File: config.mk
export PLATFORM = sky130hd
export DESIGN_NAME = ocpwm_top
export DESIGN_NICKNAME = d
export VERILOG_FILES = /design/src/hw/ocpwm_pkg.sv /design/src/hw/ocpwm_fault_if.sv /design/src/hw/ocpwm_top.sv /design/src/hw/ocpwm_fault_sync.sv
export SDC_FILE = /design/constraint.sdc
export NUM_CORES = 1
export LEC_CHECK = 0
export BUFFER_PORTS_ARGS = -buffer_cell sky130_fd_sc_hd__buf_4
export CAP_MARGIN = 25
export CORE_ASPECT_RATIO = 0.8
export CORE_UTILIZATION = 60
export CTS_CLUSTER_DIAMETER = 80
export DETAILED_ROUTE_END_ITERATION = 16
export GPL_ROUTABILITY_DRIVEN = 0
export GPL_TIMING_DRIVEN = 0
export PLACE_DENSITY = 0.83
export SLEW_MARGIN = 10
export SYNTH_ARGS = -nofsm -noshare
export SYNTH_HDL_FRONTEND = slang
export SYNTH_SLANG_ARGS = --single-unit
File: constraint.sdc
create_clock -name clk_i -period 4.1 [get_ports clk_i]
set_input_delay 0.82 -clock clk_i [delete_from_list [all_inputs] [get_ports clk_i]]
set_output_delay 0.82 -clock clk_i [all_outputs]
set_load 0.03 [all_outputs]
File: src/hw/ocpwm_pkg.sv
// Purpose: Shared constants and types of the output compare PWM unit.
// Assumes: 16-bit registers reached by word index over a plain port.
// Notes: Each offset, field position, reset value and code is named once here.
package ocpwm_pkg;

	// ==========================================================
	// Widths
	localparam int unsigned ADDR_W = 3;
	localparam int unsigned DATA_W = 16;
	localparam int unsigned NUM_TIMERS = 5;

	// ==========================================================
	// Register indices
	localparam logic [ADDR_W-1:0] REG_CON1 = 3'h0;
	localparam logic [ADDR_W-1:0] REG_CON2 = 3'h1;
	localparam logic [ADDR_W-1:0] REG_PCMP = 3'h2;
	localparam logic [ADDR_W-1:0] REG_SCMP = 3'h3;
	localparam logic [ADDR_W-1:0] REG_PERIOD = 3'h4;
	localparam logic [ADDR_W-1:0] REG_COUNT = 3'h5;

	// ==========================================================
	// Field positions of control register one
	localparam int unsigned CON1_IDLE_BIT = 13;
	localparam int unsigned CON1_TSEL_LSB = 10;
	localparam int unsigned CON1_EN_CMP_BIT = 9;
	localparam int unsigned CON1_EN_B_BIT = 8;
	localparam int unsigned CON1_EN_A_BIT = 7;
	localparam int unsigned CON1_ST_CMP_BIT = 6;
	localparam int unsigned CON1_ST_B_BIT = 5;
	localparam int unsigned CON1_ST_A_BIT = 4;
	localparam int unsigned CON1_TRIGGER_CLEAR_SELECT_BIT = 3;
	localparam int unsigned CON1_MODE_LSB = 0;

	// ==========================================================
	// Field positions of control register two
	localparam int unsigned CON2_FLT_EXIT_BIT = 15;
	localparam int unsigned CON2_FLT_LEVEL_BIT = 14;
	localparam int unsigned CON2_TRIG_BIT = 7;
	localparam int unsigned CON2_TRIGSTAT_BIT = 6;
	localparam int unsigned CON2_SYNC_LSB = 0;

	// ==========================================================
	// Reset values
	localparam logic [2:0] MODE_RESET = 3'h0;
	localparam logic [2:0] TSEL_RESET = 3'h0;
	localparam logic [4:0] SYNC_RESET = 5'h0C;
	localparam logic [DATA_W-1:0] WORD_RESET = 16'h0000;

	// ==========================================================
	// Mode, time base and sync codes
	localparam logic [2:0] MODE_OFF = 3'h0;
	localparam logic [2:0] MODE_EDGE = 3'h6;
	localparam logic [2:0] MODE_CENTER = 3'h7;
	localparam logic [2:0] TSEL_T2 = 3'h0;
	localparam logic [2:0] TSEL_T3 = 3'h1;
	localparam logic [2:0] TSEL_T4 = 3'h2;
	localparam logic [2:0] TSEL_T5 = 3'h3;
	localparam logic [2:0] TSEL_T1 = 3'h4;
	localparam logic [2:0] TSEL_PCLK = 3'h7;
	localparam logic [4:0] SYNC_NONE = 5'h00;
	localparam logic [4:0] SYNC_SELF = 5'h1F;

	// ==========================================================
	// Counter run state
	typedef enum logic [2:0] {
		RUN_OFF = 3'b001,
		RUN_ARMED = 3'b010,
		RUN_GO = 3'b100
	} ocpwm_run_t;

endpackage

File: src/hw/ocpwm_fault_if.sv
// Purpose: Carries raw and synchronised fault sources between the top and its syncer.
// Assumes: Raw sources are asynchronous to clk_i.
// Notes: Synced levels are safe for any logic in the clock domain.
`timescale 1ns/1ps
interface ocpwm_fault_if;
	logic pin_a_raw;
	logic pin_b_raw;
	logic cmp_raw;
	logic pin_a;
	logic pin_b;
	logic cmp;

	modport syncer (input pin_a_raw, input pin_b_raw, input cmp_raw,
		output pin_a, output pin_b, output cmp);
	modport user (output pin_a_raw, output pin_b_raw, output cmp_raw,
		input pin_a, input pin_b, input cmp);
endinterface

File: src/hw/ocpwm_top.sv
// Purpose: PWM mode of an output compare channel with its own 16-bit time base.
// Assumes: Timer prescaler ticks and sync events come from logic on clk_i.
// Notes: Fault pins and comparators are asynchronous and pass the syncer first.
`timescale 1ns/1ps

// Notes on behaviour
// - Edge or center aligned PWM; duty values pass hidden shadow registers.
// - Sync code all ones with trigger bit clear syncs counter to itself.
// - Selected timer's prescaler tick, not its overflow, clocks the counter.
// - Period value N gives N plus one time base counts per period.
// - Compare writes any time; shadows load at count equals period, and follow the compares while the channel is off.
// - Both compares and period zero keeps the output low.
// - Secondary compare above period keeps the output high.
// - Idle bit set halts the channel in Idle; clear keeps it running.
// - Time base select picks peripheral clock or one of five timers.
// - Comparator fault enable admits comparator fault; clear ignores it.
// - Pin B fault enable admits pin B fault; clear ignores it.
// - Pin A fault enable admits pin A fault; clear ignores it.
// - Comparator fault status set by hardware, cleared by hardware or software.
// - Pin B fault status set by hardware, cleared by hardware or software.
// - Fault enables and status act only in the two PWM modes.
// - Channel group picks comparator one, two or three as fault source.
// - Mode 111 center aligned, 110 edge aligned, 000 disabled.
// - Pin A fault status set by hardware, cleared by hardware or software.
// - Fault exit: latched until software clear, or at next period start.
// - During a fault the output takes the fault drive level.
module ocpwm_top #(
	parameter int unsigned CHANNEL_NUM = 1
) (
	input wire logic clk_i,
	input wire logic rst_n_i,
	input wire logic ce_i,
	input wire logic [ocpwm_pkg::ADDR_W-1:0] reg_addr_i,
	input wire logic [ocpwm_pkg::DATA_W-1:0] reg_wdata_i,
	input wire logic reg_wr_i,
	input wire logic reg_rd_i,
	output logic [ocpwm_pkg::DATA_W-1:0] reg_rdata_o,
	input wire logic [ocpwm_pkg::NUM_TIMERS-1:0] timer_tick_i,
	input wire logic idle_mode_i,
	input wire logic sync_event_i,
	input wire logic fault_pin_a_i,
	input wire logic fault_pin_b_i,
	input wire logic [2:0] comparator_out_i,
	output logic compare_output_pin_o
);
	import ocpwm_pkg::*;

	typedef struct packed {
		logic idle_halt_bit;
		logic [2:0] time_base_select;
		logic comparator_fault_enable;
		logic pin_b_fault_enable;
		logic pin_a_fault_enable;
		logic comparator_fault_status;
		logic pin_b_fault_status;
		logic pin_a_fault_status;
		logic trigger_clear_select;
		logic [2:0] channel_mode_field;
		logic fault_exit_select;
		logic fault_drive_level;
		logic trigger_versus_sync_bit;
		logic [4:0] sync_source_select;
		logic [DATA_W-1:0] primary_compare_reg;
		logic [DATA_W-1:0] secondary_compare_reg;
		logic [DATA_W-1:0] timer_period_reg;
		logic [DATA_W-1:0] channel_counter;
		logic [DATA_W-1:0] pcmp_active;
		logic [DATA_W-1:0] scmp_active;
		ocpwm_run_t run;
		logic out;
		logic [DATA_W-1:0] rdata;
	} ocpwm_state_t;

	ocpwm_state_t st_reg;
	ocpwm_state_t st_next;
	ocpwm_fault_if flt ();

	// ==========================================================
	// Helper functions
	function automatic logic is_pwm(input logic [2:0] mode);
		is_pwm = (mode == MODE_EDGE) || (mode == MODE_CENTER);
	endfunction

	// Channels are grouped in threes per comparator
	function automatic logic [1:0] cmp_index(input int unsigned chan);
		cmp_index = (chan <= 3) ? 2'h0 : (chan <= 6) ? 2'h1 : 2'h2;
	endfunction

	// Reserved codes give no tick, so the counter stands
	function automatic logic tick_select(input logic [2:0] tsel,
		input logic [NUM_TIMERS-1:0] ticks);
		unique case (tsel)
			TSEL_PCLK: tick_select = 1'b1;
			TSEL_T1: tick_select = ticks[0];
			TSEL_T2: tick_select = ticks[1];
			TSEL_T3: tick_select = ticks[2];
			TSEL_T4: tick_select = ticks[3];
			TSEL_T5: tick_select = ticks[4];
			default: tick_select = 1'b0;
		endcase
	endfunction

	// ==========================================================
	// Fault source synchronisers
	assign flt.pin_a_raw = fault_pin_a_i;
	assign flt.pin_b_raw = fault_pin_b_i;
	assign flt.cmp_raw = comparator_out_i[cmp_index(CHANNEL_NUM)];

	ocpwm_fault_sync u_sync (
		.clk_i(clk_i),
		.rst_n_i(rst_n_i),
		.ce_i(ce_i),
		.flt(flt.syncer)
	);

	// ==========================================================
	// Decoded conditions
	logic pwm;
	logic tick;
	logic self_sync;
	logic at_period;
	logic boundary;
	logic fault_on;
	logic level;

	assign pwm = is_pwm(st_reg.channel_mode_field);
	// Idle only halts when the halt bit asks for it
	assign tick = tick_select(st_reg.time_base_select, timer_tick_i)
		&& !(idle_mode_i && st_reg.idle_halt_bit);
	assign self_sync = (st_reg.sync_source_select == SYNC_SELF)
		&& !st_reg.trigger_versus_sync_bit;
	assign at_period = st_reg.channel_counter == st_reg.timer_period_reg;
	assign boundary = tick && (st_reg.run == RUN_GO) && at_period;
	assign fault_on = pwm && (st_reg.pin_a_fault_status || st_reg.pin_b_fault_status
		|| st_reg.comparator_fault_status);

	// Waveform from the shadow values; a full-duty compare overrides both alignment modes, and a fault still wins at the pin
	always_comb begin
		if (st_reg.scmp_active > st_reg.timer_period_reg) begin
			level = 1'b1;
		end else if (st_reg.channel_mode_field == MODE_CENTER) begin
			level = (st_reg.channel_counter >= st_reg.pcmp_active)
				&& (st_reg.channel_counter < st_reg.scmp_active);
		end else begin
			level = st_reg.channel_counter < st_reg.scmp_active;
		end
	end

	// ==========================================================
	// Next state
	always_comb begin
		st_next = st_reg;

		// Register writes; status bits are written here and then hardware sets win
		if (reg_wr_i) begin
			unique case (reg_addr_i)
				REG_CON1: begin
					st_next.idle_halt_bit = reg_wdata_i[CON1_IDLE_BIT];
					st_next.time_base_select = reg_wdata_i[CON1_TSEL_LSB +: 3];
					st_next.comparator_fault_enable = reg_wdata_i[CON1_EN_CMP_BIT];
					st_next.pin_b_fault_enable = reg_wdata_i[CON1_EN_B_BIT];
					st_next.pin_a_fault_enable = reg_wdata_i[CON1_EN_A_BIT];
					st_next.comparator_fault_status = reg_wdata_i[CON1_ST_CMP_BIT];
					st_next.pin_b_fault_status = reg_wdata_i[CON1_ST_B_BIT];
					st_next.pin_a_fault_status = reg_wdata_i[CON1_ST_A_BIT];
					st_next.trigger_clear_select = reg_wdata_i[CON1_TRIGGER_CLEAR_SELECT_BIT];
					st_next.channel_mode_field = reg_wdata_i[CON1_MODE_LSB +: 3];
				end
				REG_CON2: begin
					st_next.fault_exit_select = reg_wdata_i[CON2_FLT_EXIT_BIT];
					st_next.fault_drive_level = reg_wdata_i[CON2_FLT_LEVEL_BIT];
					st_next.trigger_versus_sync_bit = reg_wdata_i[CON2_TRIG_BIT];
					st_next.sync_source_select = reg_wdata_i[CON2_SYNC_LSB +: 5];
				end
				REG_PCMP: st_next.primary_compare_reg = reg_wdata_i;
				REG_SCMP: st_next.secondary_compare_reg = reg_wdata_i;
				REG_PERIOD: st_next.timer_period_reg = reg_wdata_i;
				default: begin
				end
			endcase
		end

		// Counter run state; trigger mode holds the counter clear until an event
		unique case (st_reg.run)
			RUN_OFF: begin
				st_next.channel_counter = WORD_RESET;
				st_next.pcmp_active = st_reg.primary_compare_reg;
				st_next.scmp_active = st_reg.secondary_compare_reg;
				if (st_reg.channel_mode_field != MODE_OFF) begin
					st_next.run = (st_reg.trigger_versus_sync_bit
						&& (st_reg.sync_source_select != SYNC_NONE)) ? RUN_ARMED : RUN_GO;
				end
			end
			RUN_ARMED: begin
				if (st_reg.channel_mode_field == MODE_OFF) begin
					st_next.run = RUN_OFF;
				end else if (sync_event_i) begin
					st_next.run = RUN_GO;
				end
			end
			RUN_GO: begin
				if (st_reg.channel_mode_field == MODE_OFF) begin
					st_next.run = RUN_OFF;
					st_next.channel_counter = WORD_RESET;
				end else if (tick) begin
					if (st_reg.trigger_versus_sync_bit && st_reg.trigger_clear_select
						&& (st_reg.channel_counter == st_reg.secondary_compare_reg)) begin
						st_next.run = RUN_ARMED;
						st_next.channel_counter = WORD_RESET;
					end else if (self_sync && at_period) begin
						st_next.channel_counter = WORD_RESET;
					end else if ((st_reg.sync_source_select != SYNC_NONE)
						&& !st_reg.trigger_versus_sync_bit && !self_sync && sync_event_i) begin
						st_next.channel_counter = WORD_RESET;
					end else begin
						st_next.channel_counter = st_reg.channel_counter + 16'h0001;
					end
				end
			end
		endcase

		// Shadow duty values move when the period completes (the off state also copies them)
		if (boundary) begin
			st_next.pcmp_active = st_reg.primary_compare_reg;
			st_next.scmp_active = st_reg.secondary_compare_reg;
		end

		// Fault exit on a new period once the source has gone
		if (boundary && !st_reg.fault_exit_select) begin
			if (!flt.pin_a) st_next.pin_a_fault_status = 1'b0;
			if (!flt.pin_b) st_next.pin_b_fault_status = 1'b0;
			if (!flt.cmp) st_next.comparator_fault_status = 1'b0;
		end

		// Sources set status last so a same-cycle clear never loses an event
		if (pwm && st_reg.pin_a_fault_enable && flt.pin_a) begin
			st_next.pin_a_fault_status = 1'b1;
		end
		if (pwm && st_reg.pin_b_fault_enable && flt.pin_b) begin
			st_next.pin_b_fault_status = 1'b1;
		end
		if (pwm && st_reg.comparator_fault_enable && flt.cmp) begin
			st_next.comparator_fault_status = 1'b1;
		end

		// Output pin; compare modes outside PWM leave it low
		if (fault_on) begin
			st_next.out = st_reg.fault_drive_level;
		end else if (pwm && st_reg.run == RUN_GO) begin
			st_next.out = level;
		end else begin
			st_next.out = 1'b0;
		end

		// Read data stands for exactly one cycle after the strobe
		st_next.rdata = WORD_RESET;
		if (reg_rd_i) begin
			unique case (reg_addr_i)
				REG_CON1: st_next.rdata = {2'b00, st_reg.idle_halt_bit,
					st_reg.time_base_select, st_reg.comparator_fault_enable,
					st_reg.pin_b_fault_enable, st_reg.pin_a_fault_enable,
					st_reg.comparator_fault_status, st_reg.pin_b_fault_status,
					st_reg.pin_a_fault_status, st_reg.trigger_clear_select,
					st_reg.channel_mode_field};
				REG_CON2: st_next.rdata = {st_reg.fault_exit_select, st_reg.fault_drive_level,
					6'h00, st_reg.trigger_versus_sync_bit, st_reg.run == RUN_GO, 1'b0,
					st_reg.sync_source_select};
				REG_PCMP: st_next.rdata = st_reg.primary_compare_reg;
				REG_SCMP: st_next.rdata = st_reg.secondary_compare_reg;
				REG_PERIOD: st_next.rdata = st_reg.timer_period_reg;
				REG_COUNT: st_next.rdata = st_reg.channel_counter;
				default: st_next.rdata = WORD_RESET;
			endcase
		end
	end

	// ==========================================================
	// State register; clock enable low freezes everything
	always_ff @(posedge clk_i) begin
		if (!rst_n_i) begin
			st_reg <= '0;
			st_reg.time_base_select <= TSEL_RESET;
			st_reg.channel_mode_field <= MODE_RESET;
			st_reg.sync_source_select <= SYNC_RESET;
			st_reg.run <= RUN_OFF;
		end else if (ce_i) begin
			st_reg <= st_next;
		end
	end

	assign reg_rdata_o = st_reg.rdata;
	assign compare_output_pin_o = st_reg.out;
endmodule

File: src/hw/ocpwm_fault_sync.sv
// Purpose: Two-stage synchroniser for the three fault sources.
// Assumes: Sources are levels; pulses shorter than one clock may be missed.
// Notes: First stage feeds only the second stage; clock enable freezes both.
`timescale 1ns/1ps
module ocpwm_fault_sync (
	input wire logic clk_i,
	input wire logic rst_n_i,
	input wire logic ce_i,
	ocpwm_fault_if.syncer flt
);
	typedef struct packed {
		logic [2:0] meta;
		logic [2:0] sync;
	} ocpwm_sync_state_t;

	ocpwm_sync_state_t st_reg;
	ocpwm_sync_state_t st_next;

	// ==========================================================
	// Shift chain
	always_comb begin
		st_next = st_reg;
		st_next.meta = {flt.cmp_raw, flt.pin_b_raw, flt.pin_a_raw};
		st_next.sync = st_reg.meta;
	end

	always_ff @(posedge clk_i) begin
		if (!rst_n_i) begin
			st_reg <= '0;
		end else if (ce_i) begin
			st_reg <= st_next;
		end
	end

	// Synced levels only
	assign flt.pin_a = st_reg.sync[0];
	assign flt.pin_b = st_reg.sync[1];
	assign flt.cmp = st_reg.sync[2];
endmodule

After elaboration in Yosys (flattened, before gate mapping)
Cells that the tools add are included.
Word-level totals
  bits in registers: 144
  latch bits: 0
  RAM bits: 0
  ROM bits: 0
  word-level logic and storage cells: 131
  memories: 0
Operators by class
  $add $sub $neg: 1
  multiply operators: 0
  div/mod/pow operators: 0
  order comparisons: 3
  eq/ne operators: 22
  shift operators: 0
  mux-type cells: 36
  bitwise operators: 0
  reductions and logical operators: 44
Operator list (number)
  $mux W16: 9
  $pmux W16 S6: 1
  $mux W32: 2
  $mux W63: 1
  $eq A16 B16 Y1: 2
  $pmux W16 S2: 1
  $mux W3: 8
  $logic_and A1 B1 Y1: 22
  $eq A3 B3 Y1 const B: 7
  $reduce_and A3 Y1: 6
  $add A16 B1 Y16 const B: 1
  $ge A16 B16 Y1: 1
  $gt A16 B16 Y1: 1
  $lt A16 B16 Y1: 1
  $eq A3 B2 Y1 const B: 5
  $mux W1: 10
  $eq A3 B1 Y1 const B: 3
  $logic_not A3 Y1: 3
  $pmux W3 S3: 1
  $mux W8: 1
  $mux W7: 1
  $pmux W1 S6: 1
  $eq A5 B5 Y1 const B: 1
  $reduce_and A5 Y1: 1
  other kinds (10): 16

Logic depth before layout (Yosys ltp)
  depth after elaboration: 11
  gate-level depth with buffers: 10
  depth with buffers taken out: 9

Cells and area by module
A second synthesis with hierarchy kept.
Unflattened totals
  cell total of the unflattened synthesis: 1021
  area total of the unflattened synthesis: 8351.8 um^2
By module, submodules not included
  ocpwm_top: times used 1, cells each 1002, area an instance 8122.8 um^2, seq. area each 2762.6 um^2
  ocpwm_fault_sync: times used 1, cells each 19, area an instance 229.0 um^2, seq. area each 120.1 um^2

Least setup slack after synthesis
No wires, ideal clock.
  kind: input to register
  from: input port ce_i
  to: register st_reg[55] (netlist name)
  setup time: 0.115 ns
  data arrival time: 2.233 ns
  data required time: 3.985 ns
  setup slack: 1.753 ns
  stages on the path: 8
  path buffers: 2
  cell sequence: buf_2 -> nor2b_1 -> o21ai_0 -> a21oi_4 -> inv_2 -> o21ai_4 -> buf_4 -> nor2_1
Between the ends
  cells in the longest elaborated chain, start to end: 1
Ends and longest elaborated chain
  start: declaration: line ocpwm_top.sv:32  | input wire logic ce_i,
  $reduce_and A3 Y1 (no line)
  end signal: assignment: line ocpwm_top.sv:287  | st_reg <= st_next;
  end: declaration: line ocpwm_top.sv:74  | ocpwm_state_t st_reg;
No other way between the ends.
A chain may end at the register's enable or synchronous reset.

Final worst setup path
  from: register st_reg[52] (netlist name)
  to: register st_reg (netlist bit compare_output_pin_o)
Between the ends
  cells in the longest elaborated chain, start to end: 6
  elaborated cells on any way between the ends: 7
  those cells by class: order compare (2); mux (4); reduce/logical (1)
Ends and longest elaborated chain
  $ge A16 B16 Y1 or $lt A16 B16 Y1 (tied branches): line ocpwm_top.sv:142, ocpwm_top.sv:143, ocpwm_top.sv:145
  $logic_and A1 B1 Y1: line ocpwm_top.sv:143  | && (st_reg.channel_counter < st_reg.scmp_active);
  $mux W1 (*): line ocpwm_top.sv:141  | end else if (st_reg.channel_mode_field == MODE_CENTER) begin
  $mux W1 (*): line ocpwm_top.sv:139  | if (st_reg.scmp_active > st_reg.timer_period_reg) begin
  $mux W1 (*): line ocpwm_top.sv:249  | end else if (pwm && st_reg.run == RUN_GO) begin
  $mux W1 (*): line ocpwm_top.sv:247  | if (fault_on) begin
Every way passes the cells marked *; elsewhere a longest branch is shown, timed or not.

==> impl_metrics.yaml <==
outcome:
  status: "finished, final reports clean"
timing:
  rsz0062_at_grt: "false"
  timing.final.hold_violations: 0
  setup_viol: 0
  maxSlewViolCount: 0
  slew-limit-headroom_pct: 38.95
  worstMarginPinSlew_ps: 906.1
  post-route-period-util_pct: 63.51
  fin_tns_setup_ps: 0
  fmaxAchievable_mhz: 384.1
  layout_min_cycle_time_ps: 2604
  finClkSkew_ps: 9.297
critical_path:
  startpoint_type: "flop"
  endpoint: "compare_output_pin_o$_SDFFE_PN0P_"
  rr_worst_depth: 10
  cp-end-kind: "flop"
  worstPathArrival_ps: 2920
  path_max_fanout: 7
  regToRegSetupSlack_ps: 1500
  worst_ep_required_time_ps: 4420
  cp-startpoint: "st_reg[52]$_SDFFE_PN0P_"
  crit_path_max_incr_delay_ps: 360
  r2r-start: "st_reg[52]$_SDFFE_PN0P_"
  reg2reg_to: "compare_output_pin_o$_SDFFE_PN0P_"
  path_cells: "clkbuf_1 > inv_1 > ha_1 > nand2b_1 > a21o_1 > a21o_1 > a21oi_1 > o21ai_0 > a311o_1 > a31o_2"
  crit_slowest_cell: "a311o_1"
  worstSetupPathType: "reg -> reg"
  cp_common_cell: "a21o_1"
clocking:
  path_clk_slew_ps: 60
  cts_hold_buf: 0
  cts_max_level: 4
  cts_buffer_depth: 2
  clock_latency_ps: 430
  tritoncts: "yes"
  root_buffer: "clkbuf_16"
  cts_resized: 0
  cts_setup_buffers: 0
  numCtsBuffers: 17
  numClockSinks: 144
global_routing:
  grt_max_degree: 17
  grt_pass1_vias: 6953
  overflow: 0
  grt_pass1_wl_mm: 38.90
  antenna_found_initial: 1
  track_usage_pct: 36.12
detailed_routing:
  firstDrtPassIters: 6
  ant_nets: 0
  viasPerCell: 6.111
  drt_iter0_drc: 1034
  wl_per_cell_um: 20.16
  drc: 0
  vias: 7651
  wl_mm: 25.24
run:
  maxCapViolations: 0
logic_synthesis:
  synthDistinctLibCells: 63
  async_flop_share_pct: 0
  synth.top_cell.area_share_pct: 34.49
  synthCells: 990
  ys_warn_count: 0
  synth_edf_count: 0
  synth_seq_cells: 144
  yosysTopAreaCell: "dfxtp_1"
  syn_nets: 1074
  avgSynthCellArea_um2: 8.442
  synthTopCellsByArea: "dfxtp_1 34%, mux2i_1 9.0%, ha_1 7.2%"
  ys.flop_type: "dfxtp_1"
  ys_seq_area_share_pct: 34.49
  syn_area_mm2: 0.008358
power:
  seqPwrFrac_pct: 40.6
  p_clk_share_pct: 45.8
  ir_worst_vdd_mv: 0.3156
  switching_power_mw: 0.9861
  total_leakage_power_nw: 3.869
  p_comb_share_pct: 13.6
  powerDensity_mw_per_mm2: 375.3
  intPower_mw: 2.608
  p_sw_share_pct: 27.44
floorplanning:
  core_mm2: 0.01360
  die_h_um: 107.6
  rows: 38
  initial_core_util_pct: 61.46
  ioPinCount: 53
  die-area_mm2: 0.01441
  fp.dieW_um: 134.0
layout:
  drive_gt1_share_pct: 12.70
  fill_cells: 1052
  final_core_util_pct: 70.43
  num-nets-final: 1142
  synthToLayoutAreaGrowth_pct: 14.58
  largest_reg_flops: 121
  final_cells: 1252
  multiInputGateArea_mm2: 0.004850
  seq_area_mm2: 0.002883
worst_hold_path:
  min_path_type: "reg -> reg"
  hold_depth: 2
placed_design:
  dpl.cell_count: 1219
  portBuffers: 49
  dp_hpwl_mm: 18.79
[cell type report]
cell class | instances | share of cell area, %
repair buffers | 49 | 3.841
diodes | 1 | 0.02613
plain buffers | 74 | 4.063
multi-input cells | 709 | 50.64
flip-flops and latches | 144 | 30.10
clock inverters | 13 | 1.881
inverters | 63 | 2.469
well taps | 180 | 2.352
clock buffers | 19 | 4.625
[cell usage after synthesis, types with 16 or more instances]
cell type	instances
o22ai_1	17
ha_1	48
a21boi_0	59
a21oi_1	31
nor2_1	31
nor2b_1	70
buf_4	17
xor2_1	29
nand4_1	16
inv_1	62
o21ai_0	17
clkbuf_1	34
xnor2_1	16
buf_2	20
dfxtp_1	144
nand2_1	158
mux2i_1	75
[worst max-delay path, delay by kind of cell (launching register included)]
kind	cells	cell delay (ps)
flops	1	330
fa+ha+maj	1	280
compound gates	6	1310
buf+inv	2	440
simple gates	1	140
[metrics by stage]
| step | worst slack (ps) | total power [mW] | hold slack, ps | instance area (µm²) |
|---|---|---|---|---|
| after floorplan | 1753 | 1.803 | 455.2 | 8358 |
| after global placement | 1244 | 1.947 | 475.0 | 8951 |
| after detailed placement | 1215 | 1.954 | 483.4 | 8951 |
| after CTS | 1540 | 3.572 | 494.3 | 9574 |
| after global routing | 1369 | 3.685 | 512.9 | 9574 |
| final | 1496 | 3.594 | 488.0 | 9577 |
[cells in the final DEF, fill, tap and decap left out, types with 4 or more instances in the layout]
| master | Yosys | layout |
|---|---|---|
| nand2_1 | 158 | 158 |
| dfxtp_1 | 144 | 144 |
| mux2i_1 | 75 | 75 |
| nor2b_1 | 70 | 70 |
| buf_4 | 17 | 66 |
| inv_1 | 62 | 62 |
| a21boi_0 | 59 | 59 |
| ha_1 | 48 | 48 |
| clkbuf_1 | 34 | 35 |
| nor2_1 | 31 | 31 |
| a21oi_1 | 31 | 31 |
| xor2_1 | 29 | 29 |
| buf_2 | 20 | 20 |
| o21ai_0 | 17 | 17 |
| o22ai_1 | 17 | 17 |
| clkbuf_16 | 0 | 17 |
| nand4_1 | 16 | 16 |
| xnor2_1 | 16 | 16 |
| nand3_1 | 14 | 14 |
| and2_1 | 14 | 14 |
| a21o_1 | 13 | 13 |
| nand2b_1 | 10 | 10 |
| nor3_1 | 10 | 10 |
| clkinv_4 | 0 | 8 |
| nor4_1 | 7 | 7 |
| o211ai_1 | 7 | 7 |
| a22oi_1 | 6 | 6 |
| and3_1 | 5 | 5 |
| o221ai_1 | 5 | 5 |
| o211a_1 | 4 | 4 |
[power by group through the flow]
stage | combinational (mW) | clock (mW) | sequential, mW
detailed placement | 0.466 | 0 | 1.49
global route | 0.512 | 1.71 | 1.46
CTS | 0.472 | 1.64 | 1.46
global placement | 0.461 | 0 | 1.49
floorplan | 0.326 | 0 | 1.48
finish | 0.489 | 1.65 | 1.46
[worst min-delay path by stage]
stage | from | endpoint | slack [ps]
after floorplan | st_reg[114]$_SDFFE_PN0P_ | st_reg[114]$_SDFFE_PN0P_ | 460
after global placement | st_reg[131]$_SDFFE_PN0P_ | st_reg[131]$_SDFFE_PN0P_ | 470
after detailed placement | st_reg[115]$_SDFFE_PN0P_ | st_reg[115]$_SDFFE_PN0P_ | 480
after CTS | reg_rdata_o[13]$_SDFFE_PN0P_ | reg_rdata_o[13]$_SDFFE_PN0P_ | 490
after global routing | reg_rdata_o[13]$_SDFFE_PN0P_ | reg_rdata_o[13]$_SDFFE_PN0P_ | 510
final | reg_rdata_o[13]$_SDFFE_PN0P_ | reg_rdata_o[13]$_SDFFE_PN0P_ | 490
[routing by layer]
metal  vias to the layer above  track usage (%)  share of wire [%]
li1                       3495                -                  -
met4                         0            16.64                4.8
met1                      3486            50.34                 41
met5                         -                0                  0
met3                       113            8.333                 13
met2                       557            52.59                 41
[logic make-up after synthesis]
group                      after synthesis  share of synthesized area [%]
AOI/OAI and AO/OA                      187                          15.91
xor gates and xnor gates                45                          4.715
muxes                                   77                          9.386
buffers and inverters                  137                          7.485
adders and majority gates               48                          7.186
DFF                                    144                          34.49
and+or+nand+nor                        352                          20.82
No activity file was read; power rests on OpenSTA's default activity.
